### config.mk
export PLATFORM = sky130hd
export DESIGN_NAME = line_parity_check_sd_detect
export DESIGN_NICKNAME = d
export VERILOG_FILES = /design/src/rtl/lpc_pkg.sv /design/src/rtl/line_parity_check_sd_detect.sv
export SDC_FILE = /design/constraint.sdc
export NUM_CORES = 1
export LEC_CHECK = 0
export BUFFER_PORTS_ARGS = -buffer_cell sky130_fd_sc_hd__buf_2
export CAP_MARGIN = 0
export CORE_MARGIN = 10
export CORE_UTILIZATION = 35
export CTS_CLUSTER_SIZE = 8
export DETAILED_ROUTE_END_ITERATION = 8
export PLACE_DENSITY = 0.53
export SYNTH_ARGS = -nofsm -noshare
export SYNTH_HDL_FRONTEND = slang
export SYNTH_SLANG_ARGS = --single-unit
### constraint.sdc
create_clock -name ref_clk_i -period 9.5 [get_ports ref_clk_i]
set_input_delay 0 -clock ref_clk_i [delete_from_list [all_inputs] [get_ports ref_clk_i]]
set_output_delay 0 -clock ref_clk_i [all_outputs]
set_load 0.02 [all_outputs]
### src/rtl/lpc_pkg.sv
package lpc_pkg;

   // ----------------------------------------------------------------
   // Register map (register indices on the 32-bit AXI4-Lite bus)
   // ----------------------------------------------------------------
   // The printed offsets are not all multiples of four, so each is kept
   // as an index and the byte address is four times the index.
   localparam logic [15:0] IDX_CTRL = 16'h1103;
   localparam logic [15:0] IDX_IRQ_STATUS = 16'h110b;
   localparam logic [15:0] IDX_ERR_CNT_B3 = 16'h1114;
   localparam logic [15:0] IDX_ERR_CNT_B2 = 16'h1115;
   localparam logic [15:0] IDX_ERR_CNT_B1 = 16'h1116;
   localparam logic [15:0] IDX_ERR_CNT_B0 = 16'h1117;
   localparam logic [15:0] IDX_SD_SET_HI = 16'h1142;
   localparam logic [15:0] IDX_SD_SET_LO = 16'h1143;
   localparam logic [15:0] IDX_SD_CLR_HI = 16'h1144;
   localparam logic [15:0] IDX_SD_CLR_LO = 16'h1145;
   localparam logic [15:0] IDX_SD_SET_WIN_HI = 16'h1146;
   localparam logic [15:0] IDX_SD_SET_WIN_LO = 16'h1147;
   localparam logic [15:0] IDX_SD_CLR_WIN_HI = 16'h1148;
   localparam logic [15:0] IDX_SD_CLR_WIN_LO = 16'h1149;
   localparam logic [15:0] IDX_DEFECT_STATE = 16'h114a;

   // ----------------------------------------------------------------
   // Field positions and reset values
   // ----------------------------------------------------------------
   localparam int CTRL_TALLY_BIT = 1;
   localparam int CTRL_SD_ON_BIT = 5;
   localparam int CTRL_SF_ON_BIT = 6;
   localparam int IRQ_B2_BIT = 4;
   localparam int IRQ_SD_BIT = 6;
   localparam logic [7:0] CTRL_RESET = 8'h00;
   localparam logic [7:0] CTRL_WR_MASK = 8'h7f;
   localparam logic [15:0] SD_SET_RESET = 16'hffff;
   localparam logic [15:0] SD_CLR_RESET = 16'h0000;
   localparam logic [15:0] SD_WIN_RESET = 16'h0008;
   localparam logic [31:0] CNT_MAX = 32'hffffffff;
   localparam logic [4:0] MAX_BIT_ERRS = 5'h18;

   // ----------------------------------------------------------------
   // Carriers
   // ----------------------------------------------------------------
   // One byte of the framed receive stream; the framer flags the bytes.
   typedef struct packed {
      logic valid;
      logic [7:0] data;
      logic frame_start;
      logic in_parity_span;
      logic b2_byte;
      logic [1:0] b2_index;
   } line_byte_t;

   // Per-frame error report handed to the transmit side.
   typedef struct packed {
      logic valid;
      logic [4:0] bit_errs;
   } b2_report_t;

   typedef enum logic [1:0] {
      RESP_OKAY = 2'b00,
      RESP_SLVERR = 2'b10
   } axi_resp_t;

endpackage

### src/rtl/line_parity_check_sd_detect.sv
// The AXI4-Lite interface to the registers is this design's own decision.
`timescale 1ns/10ps
// Functional notes
// - Compute even BIP-8 over line overhead and envelope bytes per frame.
// - Compare each frame's parity against B2 bytes of the following frame.
// - B2 error drives interrupt low and sets status bit 4, cleared on read.
// - B2 errors advance a 32-bit counter read as four byte registers.
// - Tally mode 1 adds one per frame with any B2 bit error.
// - Tally mode 0 adds count of errored bits, up to 24 per frame.
// - Hand B2 error information to the transmit remote error generator.
// - B2 errors feed signal-degrade detection; signal fail gets only its enable output.
// - Total errors over declare window; declare degrade when total exceeds limit.
// - While declared, total over clear window; clear when total below limit.
// - Declare and clear thresholds are independent software settings.
// - Declare and clear window lengths are independent software settings.
// - Tally mode also sets how errors count toward the degrade criteria.
// - Declaration window length is counted in frame periods.
// - Declare threshold is 16 bits in two byte registers, reset all ones.
module line_parity_check_sd_detect
   import lpc_pkg::*;
(
   // Clock and reset
   input wire logic ref_clk_i,
   input wire logic rst_n_i,
   // Framed receive line
   input wire line_byte_t line_i,
   // Transmit side and defect outputs
   output b2_report_t rei_report_o,
   output logic degrade_defect_o,
   output logic fail_detect_on_o,
   output logic irq_n_o,
   // AXI4-Lite slave
   input wire logic [31:0] s_axi_awaddr_i,
   input wire logic s_axi_awvalid_i,
   output logic s_axi_awready_o,
   input wire logic [31:0] s_axi_wdata_i,
   input wire logic [3:0] s_axi_wstrb_i,
   input wire logic s_axi_wvalid_i,
   output logic s_axi_wready_o,
   output logic [1:0] s_axi_bresp_o,
   output logic s_axi_bvalid_o,
   input wire logic s_axi_bready_i,
   input wire logic [31:0] s_axi_araddr_i,
   input wire logic s_axi_arvalid_i,
   output logic s_axi_arready_o,
   output logic [31:0] s_axi_rdata_o,
   output logic [1:0] s_axi_rresp_o,
   output logic s_axi_rvalid_o,
   input wire logic s_axi_rready_i
);

   function automatic logic [5:0] pop8(input logic [7:0] v);
      logic [5:0] n;
      n = 6'h00;
      for (int i = 0; i < 8; i++) begin
         n = n + {5'h00, v[i]};
      end
      return n;
   endfunction

   function automatic logic [15:0] byte_index(input logic [31:0] addr);
      return addr[17:2];
   endfunction

   // ---------------------------------------------------------------
   // Parity accumulation and comparison
   // ---------------------------------------------------------------
   logic [7:0] bip_q, bip_d;
   logic [7:0] prev_bip_q, prev_bip_d;
   logic prev_ok_q, prev_ok_d;
   logic [4:0] frame_errs_q, frame_errs_d;
   logic frame_seen_q;
   logic [5:0] byte_errs;
   logic frame_end;

   assign frame_end = line_i.valid && line_i.frame_start && frame_seen_q;
   assign byte_errs = (line_i.valid && line_i.b2_byte && prev_ok_q) ?
                      pop8(line_i.data ^ prev_bip_q) : 6'h00;

   always_comb begin
      bip_d = bip_q;
      prev_bip_d = prev_bip_q;
      prev_ok_d = prev_ok_q;
      frame_errs_d = frame_errs_q + byte_errs[4:0];
      if (frame_end) begin
         // The closing frame's parity is kept to check the next frame's B2.
         prev_bip_d = bip_q;
         prev_ok_d = 1'b1;
         bip_d = 8'h00;
         frame_errs_d = 5'h00;
         if (line_i.in_parity_span) begin
            bip_d = line_i.data;
         end
      end else if (line_i.valid && line_i.in_parity_span) begin
         bip_d = bip_q ^ line_i.data;
      end
   end

   always_ff @(posedge ref_clk_i) begin
      if (!rst_n_i) begin
         bip_q <= 8'h00;
         prev_bip_q <= 8'h00;
         prev_ok_q <= 1'b0;
         frame_errs_q <= 5'h00;
         frame_seen_q <= 1'b0;
      end else begin
         bip_q <= bip_d;
         prev_bip_q <= prev_bip_d;
         prev_ok_q <= prev_ok_d;
         frame_errs_q <= frame_errs_d;
         if (line_i.valid && line_i.frame_start) begin
            frame_seen_q <= 1'b1;
         end
      end
   end

   // ---------------------------------------------------------------
   // Control registers
   // ---------------------------------------------------------------
   logic [7:0] ctrl_q;
   logic [15:0] sd_set_q, sd_clr_q, sd_set_win_q, sd_clr_win_q;
   logic tally_per_frame;
   logic frame_has_err;
   logic [4:0] tally;

   assign tally_per_frame = ctrl_q[CTRL_TALLY_BIT];
   assign frame_has_err = frame_end && (frame_errs_q != 5'h00);
   // Both the counter and the degrade detector see the same tally.
   assign tally = !frame_end ? 5'h00 :
                  tally_per_frame ? {4'h0, frame_has_err} :
                  frame_errs_q;

   always_ff @(posedge ref_clk_i) begin
      if (!rst_n_i) begin
         rei_report_o <= '0;
      end else begin
         rei_report_o.valid <= frame_end;
         rei_report_o.bit_errs <= frame_end ? frame_errs_q : 5'h00;
      end
   end

   // ---------------------------------------------------------------
   // Signal-degrade detector
   // ---------------------------------------------------------------
   // Windows are consecutive blocks of frames; a true sliding sum would need
   // a per-frame history as deep as the longest window.
   logic sd_on;
   logic [15:0] win_cnt_q;
   logic [16:0] sd_sum_q;
   logic [16:0] sum_next;
   logic [15:0] win_len;
   logic win_done;
   logic sd_q;
   logic sd_change;

   assign sd_on = ctrl_q[CTRL_SD_ON_BIT];
   assign fail_detect_on_o = ctrl_q[CTRL_SF_ON_BIT];
   assign win_len = sd_q ? sd_clr_win_q : sd_set_win_q;
   assign sum_next = (sd_sum_q[16] || (sd_sum_q + {12'h000, tally}) > 17'h0ffff) ?
                     17'h10000 : sd_sum_q + {12'h000, tally};
   assign win_done = frame_end && (win_cnt_q + 16'h0001 >= win_len);
   assign sd_change = sd_on && win_done &&
                      (sd_q ? (sum_next < {1'b0, sd_clr_q}) :
                              (sum_next > {1'b0, sd_set_q}));
   assign degrade_defect_o = sd_q;

   always_ff @(posedge ref_clk_i) begin
      if (!rst_n_i || !sd_on) begin
         win_cnt_q <= 16'h0000;
         sd_sum_q <= 17'h00000;
         sd_q <= 1'b0;
      end else if (frame_end) begin
         win_cnt_q <= win_done ? 16'h0000 : win_cnt_q + 16'h0001;
         sd_sum_q <= win_done ? 17'h00000 : sum_next;
         sd_q <= sd_q ^ sd_change;
      end
   end

   // ---------------------------------------------------------------
   // Error counter and status
   // ---------------------------------------------------------------
   logic [31:0] err_cnt_q;
   logic [32:0] cnt_sum;
   logic [23:0] snap_q;
   logic [7:0] irq_q;
   logic rd_fire;
   logic [15:0] rd_idx;
   logic rd_status, rd_cnt_top;

   assign cnt_sum = {1'b0, err_cnt_q} + {28'h0000000, tally};
   assign irq_n_o = (irq_q == 8'h00);

   always_ff @(posedge ref_clk_i) begin
      if (!rst_n_i) begin
         err_cnt_q <= 32'h00000000;
      end else if (cnt_sum[32]) begin
         err_cnt_q <= CNT_MAX;
      end else begin
         err_cnt_q <= cnt_sum[31:0];
      end
   end

   always_ff @(posedge ref_clk_i) begin
      if (!rst_n_i) begin
         snap_q <= 24'h000000;
      end else if (rd_fire && rd_cnt_top) begin
         snap_q <= err_cnt_q[23:0];
      end
   end

   // Set wins over the clearing read.
   always_ff @(posedge ref_clk_i) begin
      if (!rst_n_i) begin
         irq_q <= 8'h00;
      end else begin
         irq_q <= (rd_fire && rd_status) ? 8'h00 : irq_q;
         if (frame_has_err) begin
            irq_q[IRQ_B2_BIT] <= 1'b1;
         end
         if (sd_change || (sd_q && !sd_on)) begin
            irq_q[IRQ_SD_BIT] <= 1'b1;
         end
      end
   end

   // ---------------------------------------------------------------
   // AXI4-Lite slave
   // ---------------------------------------------------------------
   logic aw_held_q, w_held_q;
   logic [15:0] aw_idx_q;
   logic [7:0] wbyte_q;
   logic wr_go;
   logic wr_hit;

   assign s_axi_awready_o = !aw_held_q && !s_axi_bvalid_o;
   assign s_axi_wready_o = !w_held_q && !s_axi_bvalid_o;
   assign wr_go = aw_held_q && w_held_q;
   assign wr_hit = (aw_idx_q == IDX_CTRL) ||
                   (aw_idx_q >= IDX_SD_SET_HI && aw_idx_q <= IDX_SD_CLR_WIN_LO);

   always_ff @(posedge ref_clk_i) begin
      if (!rst_n_i) begin
         aw_held_q <= 1'b0;
         w_held_q <= 1'b0;
         aw_idx_q <= 16'h0000;
         wbyte_q <= 8'h00;
         s_axi_bvalid_o <= 1'b0;
         s_axi_bresp_o <= RESP_OKAY;
      end else begin
         if (s_axi_awvalid_i && s_axi_awready_o) begin
            aw_held_q <= 1'b1;
            aw_idx_q <= byte_index(s_axi_awaddr_i);
         end
         if (s_axi_wvalid_i && s_axi_wready_o) begin
            w_held_q <= 1'b1;
            wbyte_q <= s_axi_wstrb_i[0] ? s_axi_wdata_i[7:0] : 8'h00;
         end
         if (wr_go) begin
            aw_held_q <= 1'b0;
            w_held_q <= 1'b0;
            s_axi_bvalid_o <= 1'b1;
            s_axi_bresp_o <= wr_hit ? RESP_OKAY : RESP_SLVERR;
         end else if (s_axi_bvalid_o && s_axi_bready_i) begin
            s_axi_bvalid_o <= 1'b0;
         end
      end
   end

   always_ff @(posedge ref_clk_i) begin
      if (!rst_n_i) begin
         ctrl_q <= CTRL_RESET;
         sd_set_q <= SD_SET_RESET;
         sd_clr_q <= SD_CLR_RESET;
         sd_set_win_q <= SD_WIN_RESET;
         sd_clr_win_q <= SD_WIN_RESET;
      end else if (wr_go) begin
         unique case (aw_idx_q)
            IDX_CTRL: ctrl_q <= wbyte_q & CTRL_WR_MASK;
            IDX_SD_SET_HI: sd_set_q[15:8] <= wbyte_q;
            IDX_SD_SET_LO: sd_set_q[7:0] <= wbyte_q;
            IDX_SD_CLR_HI: sd_clr_q[15:8] <= wbyte_q;
            IDX_SD_CLR_LO: sd_clr_q[7:0] <= wbyte_q;
            IDX_SD_SET_WIN_HI: sd_set_win_q[15:8] <= wbyte_q;
            IDX_SD_SET_WIN_LO: sd_set_win_q[7:0] <= wbyte_q;
            IDX_SD_CLR_WIN_HI: sd_clr_win_q[15:8] <= wbyte_q;
            IDX_SD_CLR_WIN_LO: sd_clr_win_q[7:0] <= wbyte_q;
            default: ;
         endcase
      end
   end

   logic [7:0] rd_byte;
   logic rd_hit;

   assign s_axi_arready_o = !s_axi_rvalid_o;
   assign rd_fire = s_axi_arvalid_i && s_axi_arready_o;
   assign rd_idx = byte_index(s_axi_araddr_i);
   assign rd_status = (rd_idx == IDX_IRQ_STATUS);
   assign rd_cnt_top = (rd_idx == IDX_ERR_CNT_B3);

   always_comb begin
      rd_hit = 1'b1;
      unique case (rd_idx)
         IDX_CTRL: rd_byte = ctrl_q;
         IDX_IRQ_STATUS: rd_byte = irq_q;
         IDX_ERR_CNT_B3: rd_byte = err_cnt_q[31:24];
         IDX_ERR_CNT_B2: rd_byte = snap_q[23:16];
         IDX_ERR_CNT_B1: rd_byte = snap_q[15:8];
         IDX_ERR_CNT_B0: rd_byte = snap_q[7:0];
         IDX_SD_SET_HI: rd_byte = sd_set_q[15:8];
         IDX_SD_SET_LO: rd_byte = sd_set_q[7:0];
         IDX_SD_CLR_HI: rd_byte = sd_clr_q[15:8];
         IDX_SD_CLR_LO: rd_byte = sd_clr_q[7:0];
         IDX_SD_SET_WIN_HI: rd_byte = sd_set_win_q[15:8];
         IDX_SD_SET_WIN_LO: rd_byte = sd_set_win_q[7:0];
         IDX_SD_CLR_WIN_HI: rd_byte = sd_clr_win_q[15:8];
         IDX_SD_CLR_WIN_LO: rd_byte = sd_clr_win_q[7:0];
         IDX_DEFECT_STATE: rd_byte = {7'h00, sd_q};
         default: begin
            rd_byte = 8'h00;
            rd_hit = 1'b0;
         end
      endcase
   end

   always_ff @(posedge ref_clk_i) begin
      if (!rst_n_i) begin
         s_axi_rvalid_o <= 1'b0;
         s_axi_rdata_o <= 32'h00000000;
         s_axi_rresp_o <= RESP_OKAY;
      end else if (rd_fire) begin
         s_axi_rvalid_o <= 1'b1;
         s_axi_rdata_o <= {24'h000000, rd_byte};
         s_axi_rresp_o <= rd_hit ? RESP_OKAY : RESP_SLVERR;
      end else if (s_axi_rready_i) begin
         s_axi_rvalid_o <= 1'b0;
      end
   end

endmodule

==> impl_metrics.py <==
metrics = {
    "timing": {
        "setup_viol": 0,
        "hold_viol": 0,
        "finalCriticalPeriod_ps": 5130,
        "finalMaxSlewViolations": 0,
        "setup_ws_ps": 4370,
        "fin_tns_setup_ps": 0,
        "rsz0062_at_grt": "false",
        "fmax_mhz": 195,
        "hold-worst-slack_ps": 26.3,
        "finClkSkew_ps": 24.3,
        "relSlewSlack_pct": 36.0,
        "min_period_over_period_pct": 54.0,
        "tightest_slew_ps": 960,
    },
    "worst_setup_path": {
        "endpoint": "irq_q[6]",
        "startpoint_type": "flip-flop",
        "timing.critical_path.from": "frame_errs_q[4]",
        "critical_path_arrival_ps": 5510,
        "reg2reg_depth": 17,
        "worstReg2RegEnd": "irq_q[6]",
        "end_kind": "flip-flop",
        "cp.required_ps": 9880,
        "r2r_start": "frame_errs_q[4]",
        "crit_type": "flip-flop to flip-flop",
        "path_max_fanout": 14,
        "ff2ff_setup_slack_ps": 4370,
    },
    "logic_synthesis": {
        "synth-edff-count": 0,
        "synth.area.top_cells": "dfxtp_1, nand2_1, ha_1",
        "synth_top_cell_area_share_pct": 37.3,
        "syn_avg_cell_area_um2": 8.31,
        "netlist_instances": 1485,
        "synth_cell_types": 84,
        "ys_async_sr_fraction_pct": 0,
        "synth_area_um2": 12300,
        "synth_commonest_cells": "nand2_1, dfxtp_1, a21oi_1, nor2_1, ha_1",
        "synth.most_common_cell": "nand2_1",
        "ys_seq_area_share_pct": 37.3,
        "synth-main-ff-cell": "dfxtp_1",
        "synth_top_cell_by_area": "dfxtp_1",
        "ys_warn_count": 0,
        "synth.ff_latch_count": 230,
    },
    "floorplanning": {
        "dieArea_um2": 43200,
        "coreArea_um2": 34700,
        "die_w_um": 208,
        "rows": 68,
        "fp.dieH_um": 208,
        "pin_count": 171,
        "start_util_pct": 35.6,
    },
    "place": {
        "placement.io_buffers": 83,
        "place_congestion": 0.897,
        "hpwl_um": 26100,
        "dp_slack_ps": 4390,
    },
    "global_route": {
        "antenna_found_initial": 0,
        "grt_max_degree": 87,
        "grt_pass1_wl_um": 58100,
        "grt_use_total_pct": 16.3,
        "grt.overflow.total": 0,
        "first_global_vias": 10600,
    },
    "cts": {
        "cts_made_buffers": 34,
        "cts_root_buf": "clkbuf_16",
        "ctsLongestPathBuffers": 3,
        "cts_tree": "built",
        "post_cts_resized": 0,
        "htree_levels": 2,
        "clk_latency_ps": 510,
        "post_cts_buffers": 0,
        "hold_buffers": 46,
        "clk_pin_slew_ps": 50,
        "cts_sinks": 230,
    },
    "route": {
        "routed_wl_um": 36200,
        "dr.pass1.iters": 6,
        "drc": 0,
        "drt_iter0_drc": 690,
        "via_per_inst": 5.23,
        "wl_per_cell_um": 17.8,
        "drt.antenna.violating_nets": 0,
        "vias": 10600,
    },
    "layout": {
        "fin_util_pct": 41.3,
        "nets": 1770,
        "nFillCells": 3539,
        "final_layout_size_suffix_gt1_share_pct": 11.2,
        "area_delta_synth_final_pct": 16.3,
        "n_antenna_cell": 0,
    },
    "power": {
        "peakVddDrop_uv": 151,
        "p_leak_nw": 5.50,
        "p_per_area_nw_per_um2": 153,
    },
    "hold_path": {
        "hold_path_class": "input pin to flip-flop",
    },
    "job": {
        "max_cap_viol_count": 0,
    },
    "outcome": {
        "status": "completed",
    },
}
-- registers in the layout, indices dropped and copies added (netlist names), 2 cells and up --
register       flops
aw_idx_q          16
bip_q              8
ctrl_q             7
err_cnt_q         32
frame_errs_q       5
irq_q              2
prev_bip_q         8
rei_report_o       6
s_axi_rdata_o      8
sd_clr_q          16
sd_clr_win_q      16
sd_set_q          16
sd_set_win_q      16
sd_sum_q          17
snap_q            24
wbyte_q            8
win_cnt_q         16
-- cell usage in the layout (no fill, tap or decap), types with 28 or more instances in the layout --
master         count
nand2_1          252
dfxtp_1          230
a21oi_1          151
nor2_1           119
buf_2             83
ha_1              63
inv_1             58
mux2i_1           48
dlygate4sd3_1     46
xor2_1            43
nand3_1           43
xnor2_1           42
a22oi_1           39
clkbuf_16         35
nor3_1            28
-- through the flow --
step                cell area [µm²]  cells  total power, W
floorplan                     12400   1510         0.00109
global placement              13000   1952         0.00112
detailed placement            13000   1952         0.00112
CTS                           14400   2036         0.00222
global route                  14400   2036         0.00228
finish                        14400   2036         0.00220
-- layer usage --
metal	global-route usage, %	share of wire [%]
met2	28.2	49
met3	3.29	6.1
met5	0	0
met4	4.33	2.3
met1	19.9	43
-- area by class of cell --
type                    count  area, µm²  area share [%]
repair buffers            136        928            6.47
well taps                 455        569            3.97
inverters                  59        224            1.56
clock buffers              36        890            6.20
multi-input cells        1118       7110            49.5
clock inverters             2       28.8           0.201
flip-flops and latches    230       4600            32.1
-- cells by family after synthesis --
| logic type | Yosys count | synth area share [%] |
|---|---|---|
| xor gates and xnor gates | 85 | 6.03 |
| and+or+nand+nor | 585 | 23.1 |
| muxes | 56 | 5.26 |
| DFF | 230 | 37.3 |
| other | 1 | 0.0304 |
| buffers and inverters | 162 | 5.93 |
| AOI/OAI and AO/OA | 296 | 14.8 |
| adders and majority gates | 70 | 7.52 |
-- critical path, cell delays in order, from the launching register on --
cell and delay [ps]:
dfxtp_1 340, or4_1 560, nor2_1 100, a211oi_1 110
ha_1 260, fa_1 410, a21oi_1 210, o22ai_1 250
a21o_1 400, nor2_1 340, ha_1 330, a21oi_1 140
o21ai_0 150, a2111oi_0 580, o21a_1 210, o31ai_1 80
and4b_1 220, o31a_1 350
-- worst min-delay path by stage --
stage,startpoint,end,slack (ps),depth (start not counted)
after floorplan,s_axi_rready_i,s_axi_rvalid_o,100,1
after global placement,s_axi_rready_i,s_axi_rvalid_o,190,2
after detailed placement,s_axi_rready_i,s_axi_rvalid_o,210,2
after CTS,s_axi_wvalid_i,w_held_q,20,3
after global routing,s_axi_wvalid_i,w_held_q,50,3
final,s_axi_wvalid_i,w_held_q,30,3
-- report_power, final --
group | switching [W] | internal, W
sequential | 0.0000130 | 0.000978
clock | 0.000418 | 0.000658
combinational | 0.0000790 | 0.0000502
Note: power is estimated with default switching activity, not from simulation.
